===== config.mk =====
export PLATFORM = sky130hd
export DESIGN_NAME = charger_control_fsm
export DESIGN_NICKNAME = d
export VERILOG_FILES = /design/src/logic/charger_pkg.sv /design/src/logic/charger_control_fsm.sv
export VERILOG_INCLUDE_DIRS = /design/src /design/src/logic
export SDC_FILE = /design/constraint.sdc
export NUM_CORES = 1
export LEC_CHECK = 0
export BUFFER_PORTS_ARGS = -buffer_cell sky130_fd_sc_hd__buf_2
export CORE_MARGIN = 2
export CORE_UTILIZATION = 49
export CTS_CLUSTER_DIAMETER = 120
export DETAILED_ROUTE_END_ITERATION = 10
export PLACE_DENSITY = 0.72
export SLEW_MARGIN = 25
export SYNTH_ARGS = -nofsm -noshare
export SYNTH_HDL_FRONTEND = slang
export SYNTH_SLANG_ARGS = --single-unit

===== constraint.sdc =====
create_clock -name clk_i -period 7.77 [get_ports clk_i]
set_input_delay 0 -clock clk_i [delete_from_list [all_inputs] [get_ports clk_i]]
set_output_delay 0 -clock clk_i [all_outputs]
set_load 0.01 [all_outputs]

===== src/logic/charger_regs.svh =====
// register offsets, field positions, reset values and timing counts for the charger control
`ifndef CHARGER_REGS_SVH
`define CHARGER_REGS_SVH
`define CHG_REG_CTRL1 8'h00
`define CHG_REG_CTRL2 8'h04
`define CHG_REG_USB 8'h08
`define CHG_REG_STATUS 8'h0C
`define CHG_REG_TIMER 8'h10
`define CHG_CTRL1_VSEL_BIT 4
`define CHG_CTRL2_GREEN_BIT 3
`define CHG_CTRL2_RED_BIT 2
`define CHG_CODE_RESET 4'h8
`define CHG_VSEL_RESET 1'b0
`define CHG_EOC_RESET 2'h1
`define CHG_CODE_MAX 4'hD
`define CHG_CODE_100MA 4'h0
`define CHG_MA_BASE 10'd100
`define CHG_MA_STEP 10'd50
`define CHG_CLK_HZ 100000000
`define CHG_TICK_CYCLES 100000000
`define CHG_TIMER_HOURS_X10 56
`define CHG_TIMER_TICKS (`CHG_TIMER_HOURS_X10 * 3600 / 10)
`endif


===== src/logic/charger_pkg.sv =====
// types for the charger control block
package charger_pkg;
	typedef enum logic [2:0] {
		ST_OFF,
		ST_PREQUAL,
		ST_CC,
		ST_CV,
		ST_MAINT,
		ST_FAULT,
		ST_LDO
	} chg_state_t;
	typedef enum logic [1:0] {
		TS_LDO,
		TS_OFF,
		TS_ON
	} ts_class_t;
endpackage : charger_pkg


===== src/logic/charger_control_fsm.sv =====
// charger control state machine with wishbone register slave
`timescale 1ns/1ps
`include "charger_regs.svh"
module charger_control_fsm #(
	parameter int unsigned TICK_CYCLES = `CHG_TICK_CYCLES,
	parameter int unsigned TIMER_TICKS = `CHG_TIMER_TICKS
) (
	input wire logic clk_i,
	input wire logic rst_i,
	input wire logic wb_cyc_i,
	input wire logic wb_stb_i,
	input wire logic wb_we_i,
	input wire logic [7:0] wb_adr_i,
	input wire logic [3:0] wb_sel_i,
	input wire logic [31:0] wb_dat_i,
	output logic [31:0] wb_dat_o,
	output logic wb_ack_o,
	input wire logic mode_ac_i,
	input wire logic current_select_pin_i,
	input wire logic enable_i,
	input wire logic supply_ok_i,
	input wire logic ts_ge_2v7_i,
	input wire logic ts_ge_2v427_i,
	input wire logic ts_gt_1v39_i,
	input wire logic batt_gt_3v0_i,
	input wire logic batt_at_reg_i,
	input wire logic ichg_below_eoc_i,
	input wire logic batt_droop_200mv_i,
	output logic charge_en_o,
	output logic ldo_en_o,
	output logic prequal_o,
	output logic [9:0] ichg_ma_o,
	output logic [1:0] eoc_sel_o,
	output logic vreg_4v2_o,
	output logic charging_indicator_o,
	output logic charging_indicator_oe_o,
	output logic eoc_indicator_o,
	output logic eoc_indicator_oe_o
);
	typedef struct packed {
		charger_pkg::chg_state_t st;
		logic [3:0] ac_code;
		logic vsel;
		logic [1:0] eoc;
		logic [3:0] usb_code;
		logic recharge;
		logic fault;
		logic [26:0] pre;
		logic [14:0] tmr;
		logic ack;
		logic [31:0] dat;
		logic [9:0] ma;
		logic red;
		logic green;
	} state_t;

	state_t s_r;
	state_t s_nxt;
	charger_pkg::ts_class_t ts_cls;
	logic [3:0] act_code;
	logic wb_req;
	logic wr;

	// thermistor class from the three comparators
	always_comb begin
		if (ts_ge_2v7_i) begin
			ts_cls = charger_pkg::TS_LDO;
		end else if (ts_ge_2v427_i || !ts_gt_1v39_i) begin
			ts_cls = charger_pkg::TS_OFF;
		end else begin
			ts_cls = charger_pkg::TS_ON;
		end
	end

	// mode pin picks the code; select pin only matters in usb mode
	always_comb begin
		if (mode_ac_i) begin
			act_code = s_r.ac_code;
		end else if (current_select_pin_i) begin
			act_code = `CHG_CODE_100MA;
		end else begin
			act_code = s_r.usb_code;
		end
	end

	assign wb_req = wb_cyc_i && wb_stb_i && !s_r.ack;
	assign wr = wb_req && wb_we_i && wb_sel_i[0];

	always_comb begin
		s_nxt = s_r;
		s_nxt.ack = wb_req;
		s_nxt.dat = 32'h0000_0000;
		// register writes; codes above the top step are clamped
		if (wr) begin
			unique case (wb_adr_i)
				`CHG_REG_CTRL1: begin
					s_nxt.ac_code = (wb_dat_i[3:0] > `CHG_CODE_MAX) ? `CHG_CODE_MAX : wb_dat_i[3:0];
					s_nxt.vsel = wb_dat_i[`CHG_CTRL1_VSEL_BIT];
				end
				`CHG_REG_CTRL2: begin
					// code 0 is not an eoc step; keep old value
					if (wb_dat_i[1:0] != 2'h0) begin
						s_nxt.eoc = wb_dat_i[1:0];
					end
				end
				`CHG_REG_USB: begin
					s_nxt.usb_code = (wb_dat_i[3:0] > `CHG_CODE_MAX) ? `CHG_CODE_MAX : wb_dat_i[3:0];
				end
				default: begin
				end
			endcase
		end
		// reads; unmapped offsets answer zero
		if (wb_req && !wb_we_i) begin
			unique case (wb_adr_i)
				`CHG_REG_CTRL1: s_nxt.dat = {27'h0, s_r.vsel, s_r.ac_code};
				`CHG_REG_CTRL2: s_nxt.dat = {28'h0, s_r.green, s_r.red, s_r.eoc};
				`CHG_REG_USB: s_nxt.dat = {28'h0, s_r.usb_code};
				`CHG_REG_STATUS: s_nxt.dat = {27'h0, s_r.fault, s_r.recharge, 3'(s_r.st)};
				`CHG_REG_TIMER: s_nxt.dat = {17'h0, s_r.tmr};
				default: s_nxt.dat = 32'h0000_0000;
			endcase
		end

		// prescaled slow tick drives the safety timer during cc only
		if (s_r.st == charger_pkg::ST_CC) begin
			if (s_r.pre == 27'(TICK_CYCLES - 1)) begin
				s_nxt.pre = 27'h0;
				s_nxt.tmr = s_r.tmr + 15'h1;
			end else begin
				s_nxt.pre = s_r.pre + 27'h1;
			end
		end

		// losing the supply ends the recharge history, so the next charge from off or ldo shows red again
		if (!supply_ok_i) begin
			s_nxt.recharge = 1'b0;
		end

		// charge sequence
		if (!enable_i) begin
			// shutdown in either mode, timer cleared
			s_nxt.st = charger_pkg::ST_OFF;
			s_nxt.pre = 27'h0;
			s_nxt.tmr = 15'h0;
			s_nxt.recharge = 1'b0;
			s_nxt.fault = 1'b0;
		end else if (ts_cls == charger_pkg::TS_LDO) begin
			s_nxt.st = charger_pkg::ST_LDO;
			s_nxt.pre = 27'h0;
			s_nxt.tmr = 15'h0;
		end else if (ts_cls == charger_pkg::TS_OFF) begin
			// immediate suspend; fault is lit while out of range, unless the excursion starts in off
			s_nxt.st = charger_pkg::ST_OFF;
			s_nxt.pre = 27'h0;
			s_nxt.tmr = 15'h0;
		end else begin
			unique case (s_r.st)
				charger_pkg::ST_OFF, charger_pkg::ST_LDO: begin
					// restart from the top with a fresh timer
					if (supply_ok_i && !s_r.fault) begin
						s_nxt.st = charger_pkg::ST_PREQUAL;
						s_nxt.tmr = 15'h0;
						s_nxt.pre = 27'h0;
					end
				end
				charger_pkg::ST_PREQUAL: begin
					if (batt_gt_3v0_i) begin
						s_nxt.st = charger_pkg::ST_CC;
						s_nxt.tmr = 15'h0;
						s_nxt.pre = 27'h0;
					end
				end
				charger_pkg::ST_CC: begin
					if (s_r.tmr >= 15'(TIMER_TICKS)) begin
						s_nxt.st = charger_pkg::ST_FAULT;
						s_nxt.fault = 1'b1;
					end else if (batt_at_reg_i) begin
						s_nxt.st = charger_pkg::ST_CV;
					end
				end
				charger_pkg::ST_CV: begin
					if (ichg_below_eoc_i) begin
						s_nxt.st = charger_pkg::ST_MAINT;
					end
				end
				charger_pkg::ST_MAINT: begin
					if (batt_droop_200mv_i && supply_ok_i) begin
						s_nxt.st = charger_pkg::ST_PREQUAL;
						s_nxt.recharge = 1'b1;
					end
				end
				charger_pkg::ST_FAULT: begin
					s_nxt.st = charger_pkg::ST_FAULT;
				end
			endcase
		end

		// registered charge current, linear from the active code
		s_nxt.ma = `CHG_MA_BASE + 10'(act_code) * `CHG_MA_STEP;

		// indicator decode
		if (!enable_i) begin
			s_nxt.red = 1'b0;
			s_nxt.green = 1'b1;
		// latched fault stays lit after a temperature excursion; ldo shows nothing
		end else if ((s_nxt.fault && s_nxt.st != charger_pkg::ST_LDO)
				|| (ts_cls == charger_pkg::TS_OFF && s_r.st != charger_pkg::ST_OFF)
				|| (ts_cls == charger_pkg::TS_OFF && s_r.red && s_r.green)) begin
			s_nxt.red = 1'b1;
			s_nxt.green = 1'b1;
		end else if (s_nxt.st == charger_pkg::ST_MAINT || (s_nxt.recharge
				&& s_nxt.st != charger_pkg::ST_OFF && s_nxt.st != charger_pkg::ST_LDO)) begin
			s_nxt.red = 1'b0;
			s_nxt.green = 1'b1;
		end else if (s_nxt.st == charger_pkg::ST_PREQUAL || s_nxt.st == charger_pkg::ST_CC
				|| s_nxt.st == charger_pkg::ST_CV) begin
			s_nxt.red = 1'b1;
			s_nxt.green = 1'b0;
		end else begin
			s_nxt.red = 1'b0;
			s_nxt.green = 1'b0;
		end
	end

	// single state register, synchronous reset to power-up defaults
	always_ff @(posedge clk_i) begin
		if (rst_i) begin
			s_r <= '0;
			s_r.st <= charger_pkg::ST_OFF;
			s_r.ac_code <= `CHG_CODE_RESET;
			s_r.usb_code <= `CHG_CODE_RESET;
			s_r.vsel <= `CHG_VSEL_RESET;
			s_r.eoc <= `CHG_EOC_RESET;
			s_r.ma <= `CHG_MA_BASE;
		end else begin
			s_r <= s_nxt;
		end
	end

	assign wb_ack_o = s_r.ack;
	assign wb_dat_o = s_r.dat;
	assign charge_en_o = (s_r.st == charger_pkg::ST_CC) || (s_r.st == charger_pkg::ST_CV)
		|| (s_r.st == charger_pkg::ST_PREQUAL);
	assign prequal_o = s_r.st == charger_pkg::ST_PREQUAL;
	assign ldo_en_o = s_r.st == charger_pkg::ST_LDO;
	assign ichg_ma_o = s_r.ma;
	assign eoc_sel_o = s_r.eoc;
	assign vreg_4v2_o = s_r.vsel;
	// open drain: pull low when lit, release otherwise
	assign charging_indicator_o = 1'b0;
	assign charging_indicator_oe_o = s_r.red;
	assign eoc_indicator_o = 1'b0;
	assign eoc_indicator_oe_o = s_r.green;

	// checks
	timer_fault_a: assert property (@(posedge clk_i) disable iff (rst_i)
		(s_r.st == charger_pkg::ST_CC && s_r.tmr >= 15'(TIMER_TICKS) && enable_i
		&& ts_cls == charger_pkg::TS_ON) |=> (s_r.st == charger_pkg::ST_FAULT && s_r.fault))
		else $error("timer expiry did not fault");
	usb_limit_a: assert property (@(posedge clk_i) disable iff (rst_i)
		(!mode_ac_i && current_select_pin_i) |=> (ichg_ma_o == `CHG_MA_BASE))
		else $error("usb select high not 100 mA");
	temp_suspend_a: assert property (@(posedge clk_i) disable iff (rst_i)
		(ts_cls == charger_pkg::TS_OFF) |=> !charge_en_o)
		else $error("charging not suspended");
	disable_off_a: assert property (@(posedge clk_i) disable iff (rst_i)
		!enable_i |=> (!charge_en_o && !ldo_en_o && eoc_indicator_oe_o && !charging_indicator_oe_o))
		else $error("disable not honoured");
	ldo_entry_a: assert property (@(posedge clk_i) disable iff (rst_i)
		(enable_i && ts_ge_2v7_i) |=> ldo_en_o)
		else $error("ldo not entered");
	cc_entry_a: assert property (@(posedge clk_i) disable iff (rst_i)
		($rose(s_r.st == charger_pkg::ST_CC)) |-> (s_r.tmr == 15'h0))
		else $error("timer not cleared at cc entry");
	fault_leds_a: assert property (@(posedge clk_i) disable iff (rst_i)
		(s_r.st == charger_pkg::ST_FAULT && enable_i) |-> (s_r.red && s_r.green))
		else $error("fault leds wrong");
	ac_current_a: assert property (@(posedge clk_i) disable iff (rst_i)
		mode_ac_i ##1 mode_ac_i |-> (ichg_ma_o == `CHG_MA_BASE + 10'($past(s_r.ac_code)) * `CHG_MA_STEP))
		else $error("ac current wrong");
	ldo_leds_a: assert property (@(posedge clk_i) disable iff (rst_i)
		(ldo_en_o && enable_i) |-> (!s_r.red && !s_r.green))
		else $error("ldo leds lit");
	maint_leds_a: assert property (@(posedge clk_i) disable iff (rst_i)
		(s_r.st == charger_pkg::ST_MAINT) |-> (s_r.green && !s_r.red))
		else $error("maintenance leds wrong");
	wb_ack_a: assert property (@(posedge clk_i) disable iff (rst_i)
		(wb_cyc_i && wb_stb_i && !wb_ack_o) |=> wb_ack_o)
		else $error("bus ack late");
	// latched fault keeps both indicators lit outside ldo until disable
	fault_latch_a: assert property (@(posedge clk_i) disable iff (rst_i)
		(s_r.fault && s_r.st != charger_pkg::ST_LDO) |-> (s_r.red && s_r.green))
		else $error("fault not latched on leds");
	// usb with select low follows the usb code
	usb_low_a: assert property (@(posedge clk_i) disable iff (rst_i)
		(!mode_ac_i && !current_select_pin_i) |=> (ichg_ma_o == `CHG_MA_BASE + 10'($past(s_r.usb_code)) * `CHG_MA_STEP))
		else $error("usb select low current wrong");
	// thermistor band between the upper comparators means charger off
	ts_off_band_a: assert property (@(posedge clk_i) disable iff (rst_i)
		(enable_i && !ts_ge_2v7_i && ts_ge_2v427_i) |=> (!charge_en_o && !ldo_en_o))
		else $error("ts off band not honoured");
	// back in range restarts at prequal with a cleared timer
	temp_restart_a: assert property (@(posedge clk_i) disable iff (rst_i)
		(s_r.st == charger_pkg::ST_OFF && ts_cls == charger_pkg::TS_ON && enable_i
		&& supply_ok_i && !s_r.fault) |=> (prequal_o && s_r.tmr == 15'h0))
		else $error("no restart after temperature recovery");
	prequal_exit_a: assert property (@(posedge clk_i) disable iff (rst_i)
		(s_r.st == charger_pkg::ST_PREQUAL && batt_gt_3v0_i && enable_i
		&& ts_cls == charger_pkg::TS_ON) |=> (s_r.st == charger_pkg::ST_CC))
		else $error("prequal not left");
	// maintenance restarts only while the supply is present
	recharge_start_a: assert property (@(posedge clk_i) disable iff (rst_i)
		(s_r.st == charger_pkg::ST_MAINT && batt_droop_200mv_i && supply_ok_i && enable_i
		&& ts_cls == charger_pkg::TS_ON) |=> (prequal_o && s_r.recharge))
		else $error("recharge not started");
	no_supply_hold_a: assert property (@(posedge clk_i) disable iff (rst_i)
		(s_r.st == charger_pkg::ST_MAINT && !supply_ok_i && enable_i
		&& ts_cls == charger_pkg::TS_ON) |=> !charge_en_o)
		else $error("recharge without supply");
	eoc_range_a: assert property (@(posedge clk_i) disable iff (rst_i)
		eoc_sel_o != 2'h0)
		else $error("eoc code out of range");
	// current never leaves the 100 to 750 mA window
	current_range_a: assert property (@(posedge clk_i) disable iff (rst_i)
		(ichg_ma_o >= `CHG_MA_BASE && ichg_ma_o <= `CHG_MA_BASE + 10'(`CHG_CODE_MAX) * `CHG_MA_STEP))
		else $error("charge current out of range");
	first_charge_a: assert property (@(posedge clk_i) disable iff (rst_i)
		(charge_en_o && !s_r.recharge) |-> (s_r.red && !s_r.green))
		else $error("first charge leds wrong");
	cv_entry_a: assert property (@(posedge clk_i) disable iff (rst_i)
		(s_r.st == charger_pkg::ST_CC && batt_at_reg_i && s_r.tmr < 15'(TIMER_TICKS)
		&& enable_i && ts_cls == charger_pkg::TS_ON) |=> (s_r.st == charger_pkg::ST_CV))
		else $error("cv not entered");
	// disable must leave no stale timer behind for the next cc entry
	timer_clear_a: assert property (@(posedge clk_i) disable iff (rst_i)
		!enable_i |=> (s_r.tmr == 15'h0 && s_r.pre == 27'h0))
		else $error("timer not cleared on disable");
	cc_seen_c: cover property (@(posedge clk_i) disable iff (rst_i) s_r.st == charger_pkg::ST_CC);
	maint_seen_c: cover property (@(posedge clk_i) disable iff (rst_i)
		s_r.st == charger_pkg::ST_MAINT);
	fault_seen_c: cover property (@(posedge clk_i) disable iff (rst_i)
		s_r.st == charger_pkg::ST_FAULT);
	ldo_seen_c: cover property (@(posedge clk_i) disable iff (rst_i) ldo_en_o);
	recharge_seen_c: cover property (@(posedge clk_i) disable iff (rst_i)
		s_r.recharge && charge_en_o);
endmodule : charger_control_fsm


==> results.json, run 1 <==
{
  "diodes": 0,
  "synth_adder_area_share_pct": 4.01,
  "synth_top_family_by_area": "simple AND/OR/NAND/NOR gates",
  "relSlewSlack_pct": 34.5,
  "tightest_slew_ns": 0.983,
  "ys_ff_latch": 85,
  "cts_root_buf": "clkbuf_8",
  "place_area_sq_mm": 0.00464,
  "wire_per_inst_um": 13.2,
  "placementRows": 35,
  "placedCellCount": 661,
  "status": "finished clean",
  "first_iter_violations": 173,
  "core_sq_mm": 0.00911,
  "clock_latency_ns": 0.35,
  "dpl.hpwl_mm": 6.63,
  "final-setup-viol-count": 0,
  "clock_sinks": 85,
  "mappedNetlistArea_sq_mm": 0.00456,
  "ant_nets": 0,
  "gp_congestion": 0.895,
  "htree_levels": 3,
  "cts_tree": "built",
  "fmax_mhz": 334,
  "dieArea_sq_mm": 0.0101,
  "first_pass_iters": 4,
  "maxCapViolations": 0,
  "overflow": 0,
  "grtUsageTotal_pct": 18.5,
  "dpl_worst_slack_ns": 4.80,
  "ys_types": 54,
  "die_h_um": 100,
  "synthXorXnorAreaFrac_pct": 8.46,
  "grt_pass1_wl_mm": 15.2,
  "drive_gt1_share_pct": 15.7,
  "period_share_pct": 38.5,
  "synthFlopType": "dfxtp_1",
  "synth_area_per_cell_sq_um": 8.50,
  "fin_tns_setup_ns": 0,
  "drc": 0,
  "ys_async_sr_fraction_pct": 0,
  "critPathCaptureType": "flip-flop",
  "area_delta_synth_final_pct": 8.60,
  "multi_input_area_sq_mm": 0.00243,
  "path_clk_slew_ns": 0.10,
  "fin_cells": 686,
  "vdd_ir_drop_max_mv": 0.0784,
  "seq_area_frac_synth_pct": 37.4,
  "ios": 113,
  "slew_violations": 0,
  "seq_area_sq_mm": 0.00170,
  "setup_ws_ns": 4.78,
  "cts_inserted_buffers": 9,
  "avgViaCountPerCell": 5.34,
  "fin_area_sq_mm": 0.00495,
  "clk_path_buf_depth": 2,
  "io_buffers": 62,
  "synth_cells": 536,
  "utilization_pct": 54.3,
  "power.total_uw": 817,
  "setup.worst_path.start_class": "flip-flop",
  "critPathMaxFanout": 14,
  "fin_nets": 644,
  "synth_edf_count": 0,
  "critical_path_class": "flip-flop to flip-flop",
  "rsz0062_at_grt": "no",
  "num_vias": 3663,
  "finalHoldViolCount": 0,
  "synth_compound_area_share_pct": 9.53,
  "hold_slack_ns": 0.0311,
  "wl_mm": 9.06,
  "fillers": 854,
  "final_common_cell": "dfxtp_1",
  "min_period_ns": 2.99,
  "antenna_found_initial": 0,
  "hp-class": "input port to flip-flop",
  "die_w_um": 100,
  "p_leak_nw": 1.89,
  "layout.cells.most_common_list": "dfxtp_1 (85), nor2_1 (70), buf_2 (62)",
  "synthMuxAreaShare_pct": 3.43,
  "first_global_vias": 3402,
  "start_util_pct": 50.0,
  "worst-endpoint-arrival_ns": 3.28,
  "synth_simple_gate_area_share_pct": 26.1,
  "grt_max_degree": 30,
  "clock_skew_ns": 0.00872,
  "cp.required_ns": 8.06,
  "power_density_mw_per_mm2": 165,
  "ys_warn_count": 0
}
-- routing by layer --
metal  global-route usage [%]  routed length (um)
met5                        0                   0
met4                     6.53                 152
met3                     3.69                 357
met2                     30.5                4360
met1                     24.2                4190
-- power by group --
part           leakage, nW  internal [mW]  switching [mW]
Combinational         1.10         0.0217          0.0294
Sequential           0.686          0.438         0.00304
Clock                0.102          0.154           0.172
-- cells in the mapped netlist, types with 2 or more instances --
cell type  count  area [sq um]
dfxtp_1       85          1700
nor2_1        70           263
buf_4         46           345
nand2_1       34           128
xnor2_1       26           228
nand3_1       20           100
clkbuf_1      19          71.3
inv_1         18          67.6
o21ai_0       18          90.1
xor2_1        18           158
a21oi_1       16          80.1
and2_1        13          81.3
ha_1          13           163
nor2b_1       11          68.8
mux2i_1       10           100
nand2b_1      10          62.6
or3_1         10          62.6
nor3_1         9          45.0
nand4_1        8          50.1
a31oi_1        6          37.5
and3_1         6          37.5
nand3b_1       6          45.0
mux2_2         5          56.3
nor4_1         5          31.3
a22oi_1        4          30.0
a32oi_1        4          35.0
nor3b_1        4          30.0
nor4bb_1       4          40.0
and4_1         3          26.3
or4_1          3          22.5
a221o_1        2          20.0
a311oi_1       2          17.5
a31o_2         2          17.5
and3b_1        2          17.5
nor4b_1        2          17.5
o211ai_1       2          15.0
o31ai_1        2          15.0
or3b_2         2          17.5
-- path summary, 6_finish.rpt --
check	start	endpoint	slack [ns]	cells after the start
worst max-delay path	s_r[101]$_SDFF_PP0_	s_r[59]$_SDFF_PP0_	4.78	6
worst min-delay path	ts_ge_2v7_i	s_r[101]$_SDFF_PP0_	0.03	3
worst max register to register	s_r[101]$_SDFF_PP0_	s_r[59]$_SDFF_PP0_	4.78	6
worst min register to register	s_r[91]$_SDFFE_PP0P_	s_r[91]$_SDFFE_PP0P_	0.50	2
-- cells by family after synthesis --
group	after synthesis
other	1
adders and majority gates	14
buffers and inverters	85
AOI/OAI and AO/OA	67
muxes	15
and+or+nand+nor	225
xor gates and xnor gates	44
DFF	85
-- sequential cells by signal (all words and copies together), names as in the netlist --
signal                   cells
s_r                         55
wb_dat_o                    15
ichg_ma_o                    9
eoc_sel_o                    2
charging_indicator_oe_o      1
eoc_indicator_oe_o           1
vreg_4v2_o                   1
wb_ack_o                     1
-- critical path, stage by stage, from the launching register on --
cell and delay [ns]:
dfxtp_1 0.66, nand4bb_4 0.20, or4_4 0.52, or3_1 0.54, or3_1 0.52, or3_1 0.34
a21oi_1 0.14
-- area by class of cell --
| type | count | share of cell area [%] |
|---|---|---|
| clock inverters | 7 | 1.69 |
| multi-input cells | 385 | 49.1 |
| inverters | 18 | 1.37 |
| well taps | 111 | 2.81 |
| clock buffers | 9 | 2.50 |
| repair buffers | 71 | 8.09 |
| flip-flops and latches | 85 | 34.4 |
-- what timing repair did --
action / CTS / global route
endpoints found under the hold margin: 9 / 0
gates resized for setup: 0 / 0
hold buffers: 9 / 0
setup buffers: 0 / 0
(Power assumes the default switching activity.)
==> inputs of run 2 (changes only) <==
Settings changed: CORE_UTILIZATION 49 to 48, PLACE_DENSITY 0.72 to 0.74.
Clock period 7.77 ns to 2.45 ns, I/O delays scaled along.
==> run 2 against run 1 <==
Compared with the run above: cell count up 5.7%; worst setup slack worse by 4.7 ns; routed wire length rose by 4.9%; critical path type unchanged; critical endpoint is now ichg_ma_o[9]$_SDFF_PP0_; die area increased by 2.0%.
==> results.json, run 2 (synthesized netlist as in run 1, its figures left out) <==
{
  "grtUsageTotal_pct": 19.8,
  "num_vias": 3799,
  "hold_start": "supply_ok_i",
  "cts_tree": "built",
  "hp-class": "input port to flip-flop",
  "power_frac_clock_pct": 38.6,
  "slew_violations": 0,
  "layout.cells.most_common_list": "dfxtp_1 (83), nor2_1 (70), buf_2 (62)",
  "clk_path_buf_depth": 2,
  "status": "finished clean",
  "critical_path_class": "flip-flop to flip-flop",
  "maxCapViolations": 0,
  "wire_per_inst_um": 13.1,
  "first_global_vias": 3668,
  "fmax_mhz": 421,
  "finalHoldViolCount": 0,
  "htree_levels": 3,
  "min_period_ns": 2.38,
  "cp_top_family": "adder cells",
  "io_buffers": 62,
  "sw_frac_of_total_pct": 24.4,
  "drive_gt1_share_pct": 19.1,
  "multi_input_area_sq_mm": 0.00244,
  "dieArea_sq_mm": 0.0103,
  "dpl.hpwl_mm": 7.08,
  "p_leak_nw": 2.00,
  "critPathMaxFanout": 4,
  "start_util_pct": 49.3,
  "worst-endpoint-arrival_ns": 2.62,
  "p_int_mw": 1.94,
  "place_area_sq_mm": 0.00483,
  "cts_inserted_buffers": 9,
  "utilization_pct": 55.7,
  "seq_power_share_pct": 54.3,
  "placementRows": 35,
  "clock_skew_ns": 0.0117,
  "rsz0062_at_grt": "yes",
  "fillers": 838,
  "cp_slowest_cell": "fa_1",
  "fin_area_sq_mm": 0.00515,
  "cp.required_ns": 2.70,
  "die_h_um": 101,
  "slowest_delay_ns": 0.47,
  "ant_nets": 0,
  "switching_power_uw": 625,
  "overflow": 0,
  "diodes": 0,
  "largest_reg_flops": 55,
  "fin_nets": 666,
  "period_share_pct": 97.0,
  "ios": 113,
  "reg2reg_slack_ns": 0.07,
  "first_pass_iters": 5,
  "final-setup-viol-count": 0,
  "final_common_cell": "dfxtp_1",
  "critPathCaptureType": "flip-flop",
  "crit_path_frequent_cell": "ha_1",
  "path_clk_slew_ns": 0.09,
  "regMostFlops": "s_r",
  "tightest_slew_ns": 0.535,
  "setup.worst_path.start_class": "flip-flop",
  "relSlewSlack_pct": 64.0,
  "critPathLaunch": "s_r[89]$_SDFFE_PP0P_",
  "dpl_worst_slack_ns": -0.0239,
  "power_density_mw_per_mm2": 498,
  "seq_area_sq_mm": 0.00170,
  "setup_ws_ns": 0.0747,
  "antenna_found_initial": 0,
  "clock_latency_ns": 0.36,
  "grt_pass1_wl_mm": 16.3,
  "vdd_ir_drop_max_mv": 0.255,
  "drc": 0,
  "r2r_start": "s_r[89]$_SDFFE_PP0P_",
  "avgViaCountPerCell": 5.24,
  "core_sq_mm": 0.00924,
  "crit_chain": "nand2b_1, o21ai_1, ha_1, ha_1, inv_1, fa_1, a311oi_1, xnor2_1, nor2_1",
  "wl_mm": 9.51,
  "first_iter_violations": 267,
  "clock_sinks": 85,
  "gp_congestion": 0.884,
  "cts_root_buf": "clkbuf_8",
  "power_frac_comb_pct": 7.1,
  "grt_max_degree": 27,
  "die_w_um": 101,
  "path_buf_inv": 1,
  "cts_setup_buffers": 0,
  "area_delta_synth_final_pct": 13.1
}
-- run 2: cell types whose count changed in the layout (fill, tap and decap cells not counted), moves of 3 or more --
cell	before	now
o21ai_1	0	5
o21ai_0	18	13
clkinv_4	3	0
buf_4	0	19
-- run 2: path summary, 6_finish.rpt --
path / end / depth (start not counted)
setup / recovery: ichg_ma_o[9]$_SDFF_PP0_ / 9
setup reg to reg: ichg_ma_o[9]$_SDFF_PP0_ / 9
hold reg to reg: eoc_sel_o[1]$_SDFFE_PP0P_ / 2
hold / removal: s_r[88]$_SDFF_PP0_ / 3
-- run 2: worst min-delay path: cells and delay by family --
family                 cells  cell delay (ns)
AOI/OAI and AO/OA          1             0.16
buffers and inverters      1             0.13
and+or+nand+nor            1             0.05
-- run 2: through the flow --
stage	hold slack [ns]	total power, mW	cells	TNS (ns)
5_1_grt	0.0539	2.68	725	-0.0578
3_5_place_dp	0.246	1.59	699	-0.0239
2_1_floorplan	0.140	1.55	555	-0.140
3_3_place_gp	0.235	1.59	699	0
6_report	0.0372	2.56	725	0
4_1_cts	0.0105	2.59	725	0
-- run 2: power by group through the flow --
stage | clock (mW) | sequential, mW | combinational, mW
floorplan | 0 | 1.43 | 0.127
global placement | 0 | 1.42 | 0.162
detailed placement | 0 | 1.43 | 0.166
CTS | 1.02 | 1.39 | 0.179
global route | 1.08 | 1.39 | 0.201
finish | 0.989 | 1.39 | 0.182
-- run 2: repair_timing --
action	in CTS	in global routing
hold buffers	11	0
gates resized for setup	1	7
pin swaps	0	1
endpoints found under the setup margin	1	6
endpoints found under the hold margin	18	0
-- run 2: area by class of cell --
| type | count | area share [%] |
|---|---|---|
| well taps | 129 | 3.13 |
| repair buffers | 93 | 11.3 |
| flip-flops and latches | 85 | 33.1 |
| clock buffers | 9 | 2.40 |
| inverters | 18 | 1.31 |
| multi-input cells | 385 | 47.4 |
| clock inverters | 6 | 1.36 |
-- run 2: routing by layer --
layer	up-vias	global-route usage [%]	wire length, um
met5	-	0	0
met2	103	34.0	4700
li1	1884	-	-
met3	23	5.59	523
met4	0	8.32	228
met1	1789	23.1	4050
